`src/hw/pit_regs.vh`:
```
// Constants for the protected-mode interrupt transfer unit.
// Assumes a 32-bit linear memory port with one-cycle read data.
`ifndef PIT_REGS_VH
`define PIT_REGS_VH
// ----------------------------------------
// Gate table geometry
// ----------------------------------------
`define PIT_GATE_ENTRIES 256
`define PIT_GATE_SHIFT 3
// ----------------------------------------
// Gate and descriptor fields
// ----------------------------------------
`define PIT_TYPE_TASK 4'h5
`define PIT_TYPE_INT 4'hE
`define PIT_TYPE_TRAP 4'hF
`define PIT_PRIV_HI 14
`define PIT_PRIV_LO 13
`define PIT_TYPE_HI 11
`define PIT_TYPE_LO 8
`define PIT_SEL_TI 2
// ----------------------------------------
// Flags word bit positions
// ----------------------------------------
`define PIT_F_TRAP 8
`define PIT_F_IE 9
`define PIT_F_NEST 14
`define PIT_F_RESUME 16
`define PIT_F_V86 17
`define PIT_FLAGS_RESET 32'h00000002
// ----------------------------------------
// Task-state stack slots
// ----------------------------------------
`define PIT_TASK_SP0 32'h00000004
`define PIT_TASK_STRIDE 32'h00000008
`endif

```
`src/hw/pit_priv_check.v`:
```
// Gate privilege checks for an interrupt transfer.
// Assumes gate and code segment privilege fields are already fetched.
`timescale 1ns/10ps
module pit_priv_check (
  input wire [1:0] curLevel,
  input wire [1:0] gateLevel,
  input wire [1:0] codeLevel,
  output wire checkOk
);
  // No selector privilege here: gate picked by vector number
  wire gateOk = (curLevel <= gateLevel);
  wire codeOk = (curLevel >= codeLevel);
  assign checkOk = gateOk & codeOk;
endmodule

```
`src/hw/pit_flag_update.v`:
```
// Flags word rewrite on entry to a handler.
// Assumes gate kind already decoded.
`timescale 1ns/10ps
`include "pit_regs.vh"
module pit_flag_update (
  input wire [31:0] flagsIn,
  input wire isIntGate,
  output reg [31:0] flagsOut
);
  always @* begin
    flagsOut = flagsIn;
    flagsOut[`PIT_F_TRAP] = 1'b0;
    flagsOut[`PIT_F_NEST] = 1'b0;
    flagsOut[`PIT_F_RESUME] = 1'b0;
    flagsOut[`PIT_F_V86] = 1'b0;
    if (isIntGate) begin
      flagsOut[`PIT_F_IE] = 1'b0;
    end
  end
endmodule

```
`src/hw/pit_transfer.v`:
```
// Protected-mode interrupt entry and return sequencer.
// Assumes memory answers a read on memRd with memRdata while memRd stands.
`timescale 1ns/10ps
`include "pit_regs.vh"
module pit_transfer #(
  parameter VEC_W = 8
) (
  input wire sys_clk,
  input wire reset_n,
  input wire clkEn,
  input wire intReq,
  input wire [VEC_W-1:0] intVector,
  input wire intHasErr,
  input wire [31:0] intErrCode,
  input wire retReq,
  input wire [31:0] gateTableBase,
  input wire [31:0] globalTableBase,
  input wire [31:0] localTableBase,
  input wire [31:0] taskStateBase,
  output reg memRd,
  output reg memWr,
  output reg [31:0] memAddr,
  output reg [31:0] memWdata,
  input wire [31:0] memRdata,
  output reg [15:0] codeSel,
  output reg [31:0] instrOffset,
  output reg [31:0] handlerLinear,
  output reg [15:0] stackSel,
  output reg [31:0] stackOffset,
  output reg [31:0] flagsWord,
  output reg [1:0] curLevel,
  output reg busy,
  output reg doneP,
  output reg protFaultP,
  output reg taskSwitchP,
  output reg [15:0] taskSel
);
  // ----------------------------------------
  // States
  // ----------------------------------------
  localparam [12:0] S_IDLE = 13'h0001;
  localparam [12:0] S_GLO = 13'h0002;
  localparam [12:0] S_GHI = 13'h0004;
  localparam [12:0] S_DLO = 13'h0008;
  localparam [12:0] S_DHI = 13'h0010;
  localparam [12:0] S_TSP = 13'h0020;
  localparam [12:0] S_TSEL = 13'h0040;
  localparam [12:0] S_PUSH = 13'h0080;
  localparam [12:0] S_RIP = 13'h0100;
  localparam [12:0] S_RCS = 13'h0200;
  localparam [12:0] S_RFL = 13'h0400;
  localparam [12:0] S_RSP = 13'h0800;
  localparam [12:0] S_RSS = 13'h1000;

  reg [12:0] state_q;
  reg [31:0] gateLo_q;
  reg [31:0] gateHi_q;
  reg [31:0] descLo_q;
  reg [15:0] newSs_q;
  reg [31:0] newSp_q;
  reg [2:0] pushIdx_q;
  reg [2:0] pushLast_q;
  reg higher_q;
  reg [1:0] newLvl_q;
  reg hasErr_q;
  reg [31:0] err_q;
  reg [31:0] retIp_q;
  reg [15:0] retCs_q;
  reg [31:0] retFl_q;
  reg [31:0] retSp_q;
  reg [31:0] sp_q;

  wire [15:0] gateSel = gateLo_q[31:16];
  wire [31:0] gateOfs = {gateHi_q[31:16], gateLo_q[15:0]};
  wire [3:0] gateType = gateHi_q[`PIT_TYPE_HI:`PIT_TYPE_LO];
  wire [1:0] gatePriv = gateHi_q[`PIT_PRIV_HI:`PIT_PRIV_LO];
  wire [1:0] codePriv = memRdata[`PIT_PRIV_HI:`PIT_PRIV_LO];
  wire [31:0] codeBase = {memRdata[31:24], memRdata[7:0], descLo_q[31:16]};
  wire [31:0] descTable = gateSel[`PIT_SEL_TI] ? localTableBase : globalTableBase;
  wire isIntGate = (gateType == `PIT_TYPE_INT);
  wire privOk;
  wire [31:0] newFlags;

  pit_priv_check u_check (
    .curLevel(curLevel),
    .gateLevel(gatePriv),
    .codeLevel(codePriv),
    .checkOk(privOk)
  );

  pit_flag_update u_flags (
    .flagsIn(flagsWord),
    .isIntGate(isIntGate),
    .flagsOut(newFlags)
  );

  // ----------------------------------------
  // Frame words, oldest push first
  // ----------------------------------------
  reg [31:0] pushWord;
  always @* begin
    pushWord = 32'h00000000;
    case (pushIdx_q)
      3'h0: pushWord = {16'h0000, stackSel};
      3'h1: pushWord = stackOffset;
      3'h2: pushWord = flagsWord;
      3'h3: pushWord = {16'h0000, codeSel};
      3'h4: pushWord = instrOffset;
      3'h5: pushWord = err_q;
      default: pushWord = 32'h00000000;
    endcase
  end

  wire [31:0] spDec = sp_q - 32'h00000004;

  always @(posedge sys_clk) begin
    if (!reset_n) begin
      state_q <= S_IDLE;
      gateLo_q <= 32'h00000000;
      gateHi_q <= 32'h00000000;
      descLo_q <= 32'h00000000;
      newSs_q <= 16'h0000;
      newSp_q <= 32'h00000000;
      pushIdx_q <= 3'h0;
      pushLast_q <= 3'h0;
      higher_q <= 1'b0;
      newLvl_q <= 2'h0;
      hasErr_q <= 1'b0;
      err_q <= 32'h00000000;
      retIp_q <= 32'h00000000;
      retCs_q <= 16'h0000;
      retFl_q <= 32'h00000000;
      retSp_q <= 32'h00000000;
      sp_q <= 32'h00000000;
      memRd <= 1'b0;
      memWr <= 1'b0;
      memAddr <= 32'h00000000;
      memWdata <= 32'h00000000;
      codeSel <= 16'h0000;
      instrOffset <= 32'h00000000;
      handlerLinear <= 32'h00000000;
      stackSel <= 16'h0000;
      stackOffset <= 32'h00000000;
      flagsWord <= `PIT_FLAGS_RESET;
      curLevel <= 2'h0;
      busy <= 1'b0;
      doneP <= 1'b0;
      protFaultP <= 1'b0;
      taskSwitchP <= 1'b0;
      taskSel <= 16'h0000;
    end else if (clkEn) begin
      memRd <= 1'b0;
      memWr <= 1'b0;
      doneP <= 1'b0;
      protFaultP <= 1'b0;
      taskSwitchP <= 1'b0;
      case (state_q)
        S_IDLE: begin
          if (intReq) begin
            // Vector width caps table at 256 gates
            memAddr <= gateTableBase + ({24'h000000, intVector} << `PIT_GATE_SHIFT);
            memRd <= 1'b1;
            hasErr_q <= intHasErr;
            err_q <= intErrCode;
            busy <= 1'b1;
            state_q <= S_GLO;
          end else if (retReq) begin
            // Handler must already have dropped error code
            memAddr <= stackOffset;
            memRd <= 1'b1;
            sp_q <= stackOffset + 32'h00000004;
            busy <= 1'b1;
            state_q <= S_RIP;
          end
        end
        S_GLO: begin
          gateLo_q <= memRdata;
          memAddr <= memAddr + 32'h00000004;
          memRd <= 1'b1;
          state_q <= S_GHI;
        end
        S_GHI: begin
          gateHi_q <= memRdata;
          if (memRdata[`PIT_TYPE_HI:`PIT_TYPE_LO] == `PIT_TYPE_TASK) begin
            taskSel <= gateLo_q[31:16];
            taskSwitchP <= 1'b1;
            busy <= 1'b0;
            state_q <= S_IDLE;
          end else if (memRdata[`PIT_TYPE_HI:`PIT_TYPE_LO] != `PIT_TYPE_INT &&
                       memRdata[`PIT_TYPE_HI:`PIT_TYPE_LO] != `PIT_TYPE_TRAP) begin
            protFaultP <= 1'b1;
            busy <= 1'b0;
            state_q <= S_IDLE;
          end else begin
            memAddr <= descTable + {16'h0000, gateLo_q[31:19], 3'h0};
            memRd <= 1'b1;
            state_q <= S_DLO;
          end
        end
        S_DLO: begin
          descLo_q <= memRdata;
          memAddr <= memAddr + 32'h00000004;
          memRd <= 1'b1;
          state_q <= S_DHI;
        end
        S_DHI: begin
          if (!privOk) begin
            // Abort before any push or register load
            protFaultP <= 1'b1;
            busy <= 1'b0;
            state_q <= S_IDLE;
          end else begin
            handlerLinear <= codeBase + gateOfs;
            higher_q <= (codePriv < curLevel);
            newLvl_q <= codePriv;
            if (codePriv < curLevel) begin
              // Stack slot chosen by target level
              memAddr <= taskStateBase + `PIT_TASK_SP0 + {27'h0, codePriv, 3'h0};
              memRd <= 1'b1;
              state_q <= S_TSP;
            end else begin
              sp_q <= stackOffset;
              pushIdx_q <= 3'h2;
              pushLast_q <= hasErr_q ? 3'h5 : 3'h4;
              state_q <= S_PUSH;
            end
          end
        end
        S_TSP: begin
          newSp_q <= memRdata;
          memAddr <= memAddr + 32'h00000004;
          memRd <= 1'b1;
          state_q <= S_TSEL;
        end
        S_TSEL: begin
          newSs_q <= memRdata[15:0];
          sp_q <= newSp_q;
          pushIdx_q <= 3'h0;
          pushLast_q <= hasErr_q ? 3'h5 : 3'h4;
          state_q <= S_PUSH;
        end
        S_PUSH: begin
          memAddr <= spDec;
          memWdata <= pushWord;
          memWr <= 1'b1;
          sp_q <= spDec;
          pushIdx_q <= pushIdx_q + 3'h1;
          if (pushIdx_q == pushLast_q) begin
            // Checks passed in S_DHI, so loads are safe now
            codeSel <= gateSel;
            instrOffset <= gateOfs;
            flagsWord <= newFlags;
            stackOffset <= spDec;
            if (higher_q) begin
              stackSel <= newSs_q;
              // Level moves with the rest of the handler state
              curLevel <= newLvl_q;
            end
            doneP <= 1'b1;
            busy <= 1'b0;
            state_q <= S_IDLE;
          end
        end
        S_RIP: begin
          retIp_q <= memRdata;
          memAddr <= sp_q;
          memRd <= 1'b1;
          sp_q <= sp_q + 32'h00000004;
          state_q <= S_RCS;
        end
        S_RCS: begin
          retCs_q <= memRdata[15:0];
          memAddr <= sp_q;
          memRd <= 1'b1;
          sp_q <= sp_q + 32'h00000004;
          state_q <= S_RFL;
        end
        S_RFL: begin
          if (retCs_q[1:0] == curLevel) begin
            flagsWord <= memRdata;
            codeSel <= retCs_q;
            instrOffset <= retIp_q;
            stackOffset <= sp_q;
            doneP <= 1'b1;
            busy <= 1'b0;
            state_q <= S_IDLE;
          end else if (retCs_q[1:0] < curLevel) begin
            // Return to more privilege is illegal
            protFaultP <= 1'b1;
            busy <= 1'b0;
            state_q <= S_IDLE;
          end else begin
            retFl_q <= memRdata;
            memAddr <= sp_q;
            memRd <= 1'b1;
            sp_q <= sp_q + 32'h00000004;
            state_q <= S_RSP;
          end
        end
        S_RSP: begin
          retSp_q <= memRdata;
          memAddr <= sp_q;
          memRd <= 1'b1;
          state_q <= S_RSS;
        end
        S_RSS: begin
          flagsWord <= retFl_q;
          stackOffset <= retSp_q;
          stackSel <= memRdata[15:0];
          codeSel <= retCs_q;
          instrOffset <= retIp_q;
          curLevel <= retCs_q[1:0];
          doneP <= 1'b1;
          busy <= 1'b0;
          state_q <= S_IDLE;
        end
        default: begin
          state_q <= S_IDLE;
          busy <= 1'b0;
        end
      endcase
    end
  end
endmodule

```
`config.mk`:
```
export PLATFORM = sky130hd
export DESIGN_NAME = pit_transfer
export DESIGN_NICKNAME = d
export VERILOG_FILES = /design/src/hw/pit_priv_check.v /design/src/hw/pit_flag_update.v /design/src/hw/pit_transfer.v
export VERILOG_INCLUDE_DIRS = /design/src /design/src/hw
export SDC_FILE = /design/constraint.sdc
export NUM_CORES = 2
export LEC_CHECK = 0
export BUFFER_PORTS_ARGS = -buffer_cell sky130_fd_sc_hd__buf_4
export CORE_MARGIN = 2
export CORE_UTILIZATION = 50
export CTS_CLUSTER_DIAMETER = 50
export DETAILED_ROUTE_END_ITERATION = 10
export PLACE_DENSITY_LB_ADDON = 0.12
export SLEW_MARGIN = 20
export SYNTH_ARGS = -nofsm -noshare
export SYNTH_HDL_FRONTEND = slang
export SYNTH_SLANG_ARGS = --single-unit
```
`constraint.sdc`:
```
create_clock -name sys_clk -period 6.15 [get_ports sys_clk]
set_input_delay 0.9225 -clock sys_clk [delete_from_list [all_inputs] [get_ports sys_clk]]
set_output_delay 0.9225 -clock sys_clk [all_outputs]
set_load 0.02 [all_outputs]
```
==> out/results.tsv <==
stage	metric	value	unit
timing	Clock Skews	0.0358	ns
synthesis	Mapped Area	31500	um^2
clocking	CTS buffer count	71	
setup_path	Startpoint Class	flip-flop	
cells_and_area	fraction of layout cells with a size suffix above 1	16.9	%
synthesis	Netlist cell types	83	
place	DP HPWL	109000	um
clocking	hold buffers post-CTS	0	
setup_path	reg-to-reg endpoint	memAddr[30]$_SDFFE_PN0P_	
clocking	Clk Latency, worst-skew pair	0.64	ns
setup_path	FF-to-FF Start	state_q[1]$_SDFFE_PN0P_	
worst_hold_path	hold-critical path depth	2	
global_route	pin count of the biggest net entering global routing	143	
flow_run	max cap viols	0	
worst_hold_path	Hold Path Origin	gateHi_q[8]$_SDFFE_PN0P_	
status	status	finished clean	
die	Ports	454	
worst_hold_path	worst hold path class	flip-flop to flip-flop	
power	worst vdd ir	194	uV
timing	setup tns final	0	ns
synthesis	post-synthesis mux area share	2.89	%
synthesis	Compound-Gate Fraction of Synth Area	23.7	%
synthesis	Async SR Flop Fraction	0	%
setup_path	CP Cell Sequence	or4_4 -> or3_1 -> or4b_1 -> buf_4 -> nand4_2 -> or3_1 -> nor2_1 -> a2111oi_0 -> a21oi_1	
place	input/output buffers	453	
die	Initial Util	50.3	%
drt	WL final	153000	um
cells_and_area	most common cell after layout, fill and taps aside	nand2_1	
setup_path	Critical Path RT	6.62	ns
place	GPL Wtd Cong	1.11	
synthesis	cells after synthesis	4243	
clocking	post_cts resized	0	
synthesis	post-synthesis net count	4521	
timing	final worst-path cycle share	74.1	%
worst_hold_path	WHS Endpoint	gateHi_q[8]$_SDFFE_PN0P_	
clocking	CTS tree	built	
global_route	grt ovf	0	
timing	Max Clk Rate	0.220	GHz
clocking	CTS Root Cell	clkbuf_16	
cells_and_area	area grow syn2layout	19.2	%
setup_path	CP dominant cell by count	or3_1	
timing	RSZ-0062 raised after global routing	no	
cells_and_area	most frequent cells in the layout	898 x nand2_1, 562 x dfxtp_1, 523 x buf_4	
drt	DR iter-0 viols	5247	
power	Pwr Density	253	nW/um^2
place	worst slack at placement	1.71	ns
die	Die Span Y	255	um
drt	Via density	6.49	
setup_path	Worst R2R Setup Slack	1.59	ns
global_route	initial antenna violation count	18	
die	Site Rows	92	
cells_and_area	multi-input combinational cell area	18700	um^2
synthesis	sequential cell area fraction in the yosys report	35.8	%
setup_path	largest fanout on the critical path	23	
synthesis	Syn Area/Cell	7.43	um^2
setup_path	Crit Path Class	flip-flop to flip-flop	
synthesis	area leader, netlist	dfxtp_1	
timing	Hold Violations, Final	0	
setup_path	max incr delay on CP	0.71	ns
synthesis	synth top area cells	dfxtp_1 36%, nand2_1 11%, a21oi_1 7.7%	
synthesis	Synth top area share	35.8	%
clocking	CTS max path bufs	3	
setup_path	critical path arrival	5.02	ns
synthesis	main combinational cell family by area after synthesis	simple AND/OR/NAND/NOR gates	
global_route	first-pass GRT wire length	215000	um
drt	routed vias	34966	
synthesis	Post-synth top flop	dfxtp_1	
synthesis	Post-Synth XOR/XNOR Area	5.11	%
timing	final setup margin	1.59	ns
die	Die Area	65100	um^2
cells_and_area	FILL cells	5896	
synthesis	Synth Register Bits	564	
synthesis	number of enable flip-flop cells after synthesis	0	
timing	transition time at the pin with the least slew margin	1.26	ns
drt	post-DR wirelength/cell	28.4	um
synthesis	Yosys warnings	0	
timing	Max transition margin	15.1	%
clocking	Post-CTS Setup Bufs	0	
setup_path	depth of the most critical reg-to-reg path	9	
setup_path	CP max-delay cell	a2111oi_0	
clocking	Clock transition at path regs	0.06	ns
power	cell leakage power	13.7	nW
cells_and_area	FF+latch area	11300	um^2
timing	fin crit period	4.56	ns
drt	Pre-antenna DRT Iters	10	
clocking	H-tree Lvls	3	
die	Horiz. Die Dim	255	um
clocking	clk sinks	564	
die	total core area	62700	um^2
cells_and_area	layout net count	4760	
setup_path	crit path capture type	flip-flop	
drt	# DRC	0	
global_route	vias in the first global route	31026	
global_route	GRT Total Usage	45.3	%
synthesis	Adder-Cell Fraction of Synth Area	2.95	%
timing	# setup viols final	0	
drt	Final ANT Viol Nets	0	
timing	fin. max-slew vios	0	
setup_path	Worst Setup SP	state_q[1]$_SDFFE_PN0P_	
synthesis	Post-Synth Simple-Gate Area	24.3	%
-- cells in the mapped netlist (21+ instances only) --
cell / n
a222oi_1: 36
a221oi_1: 41
or3_1: 23
inv_1: 40
o211ai_1: 44
xnor2_1: 100
nor2_1: 365
a311oi_1: 22
a22oi_1: 94
a211oi_2: 23
nor3_1: 80
a211oi_1: 56
nand2_1: 898
ha_1: 68
xor2_1: 84
nand2b_1: 21
a21oi_1: 485
mux2_2: 40
clkbuf_1: 300
mux2i_1: 46
buf_4: 27
dfxtp_1: 564
a21o_1: 23
nand4_1: 44
nand3_1: 140
nor4_1: 25
o21ai_0: 236
and3_1: 44
-- routing by layer --
metal / global-route usage [%] / wire length, um / vias up
li1: - / - / 15490
met1: 57.0 / 56600 / 16333
met2: 66.2 / 63600 / 2538
met3: 11.8 / 19100 / 593
met4: 34.5 / 13600 / 12
met5: 0 / 90 / -
-- how the worst max path moves through the flow --
| stage | to | cells after the start | slack, ns |
|---|---|---|---|
| after CTS | memAddr[30]$_SDFFE_PN0P_ | 9 | 1.68 |
| after floorplan | memAddr[26]$_SDFFE_PN0P_ | 16 | 1.69 |
| final | memAddr[30]$_SDFFE_PN0P_ | 9 | 1.59 |
| after detailed placement | memAddr[30]$_SDFFE_PN0P_ | 9 | 1.71 |
| after global routing | memAddr[30]$_SDFFE_PN0P_ | 9 | 1.43 |
| after global placement | memAddr[30]$_SDFFE_PN0P_ | 9 | 1.70 |
-- cells by family after synthesis --
logic type,count (synthesis)
AOI/OAI and AO/OA,1187
xor gates and xnor gates,184
adders and majority gates,72
buffers and inverters,400
DFF,564
muxes,86
and+or+nand+nor,1750
-- through the flow --
step / total power, mW / instances / util, % / instance area [um^2] / hold slack [ns]
final: 9.51 / 5389 / 59.9 / 37600 / 0.448
after global routing: 9.70 / 5384 / 59.9 / 37600 / 0.465
after CTS: 9.42 / 5383 / 59.9 / 37600 / 0.448
after detailed placement: 5.18 / 5255 / 56.1 / 35200 / 0.441
after global placement: 5.19 / 5254 / 56.0 / 35200 / 0.436
after floorplan: 4.60 / 4243 / - / 31500 / 0.427
-- state kept, by name, indices dropped and copies added (netlist names), 22 cells and up --
signal	cells
instrOffset	32
memAddr	32
flagsWord	32
err_q	32
gateHi_q	22
retSp_q	32
retIp_q	32
memWdata	32
stackOffset	32
gateLo_q	32
handlerLinear	32
sp_q	32
retFl_q	32
newSp_q	32
-- critical path, delay by kind of cell (launching register included) --
| family | cells | cell delay [ns] |
|---|---|---|
| flops | 1 | 0.40 |
| compound gates | 2 | 0.84 |
| simple gates | 6 | 2.85 |
| buf+inv | 1 | 0.30 |
-- report_power, final --
group,internal (mW),switching (mW)
logic,0.440,0.931
registers,3.71,0.100
clock network,2.50,1.82
-- layout make-up --
cell class	count	area share (%)
diodes	6	0.0399
clock buffers	91	5.28
clock inverters	37	1.11
inverters	41	0.429
multi-input cells	3279	49.7
flip-flops and latches	564	30.0
well taps	846	2.82
repair buffers	525	10.6
(Power assumes the default switching activity.)
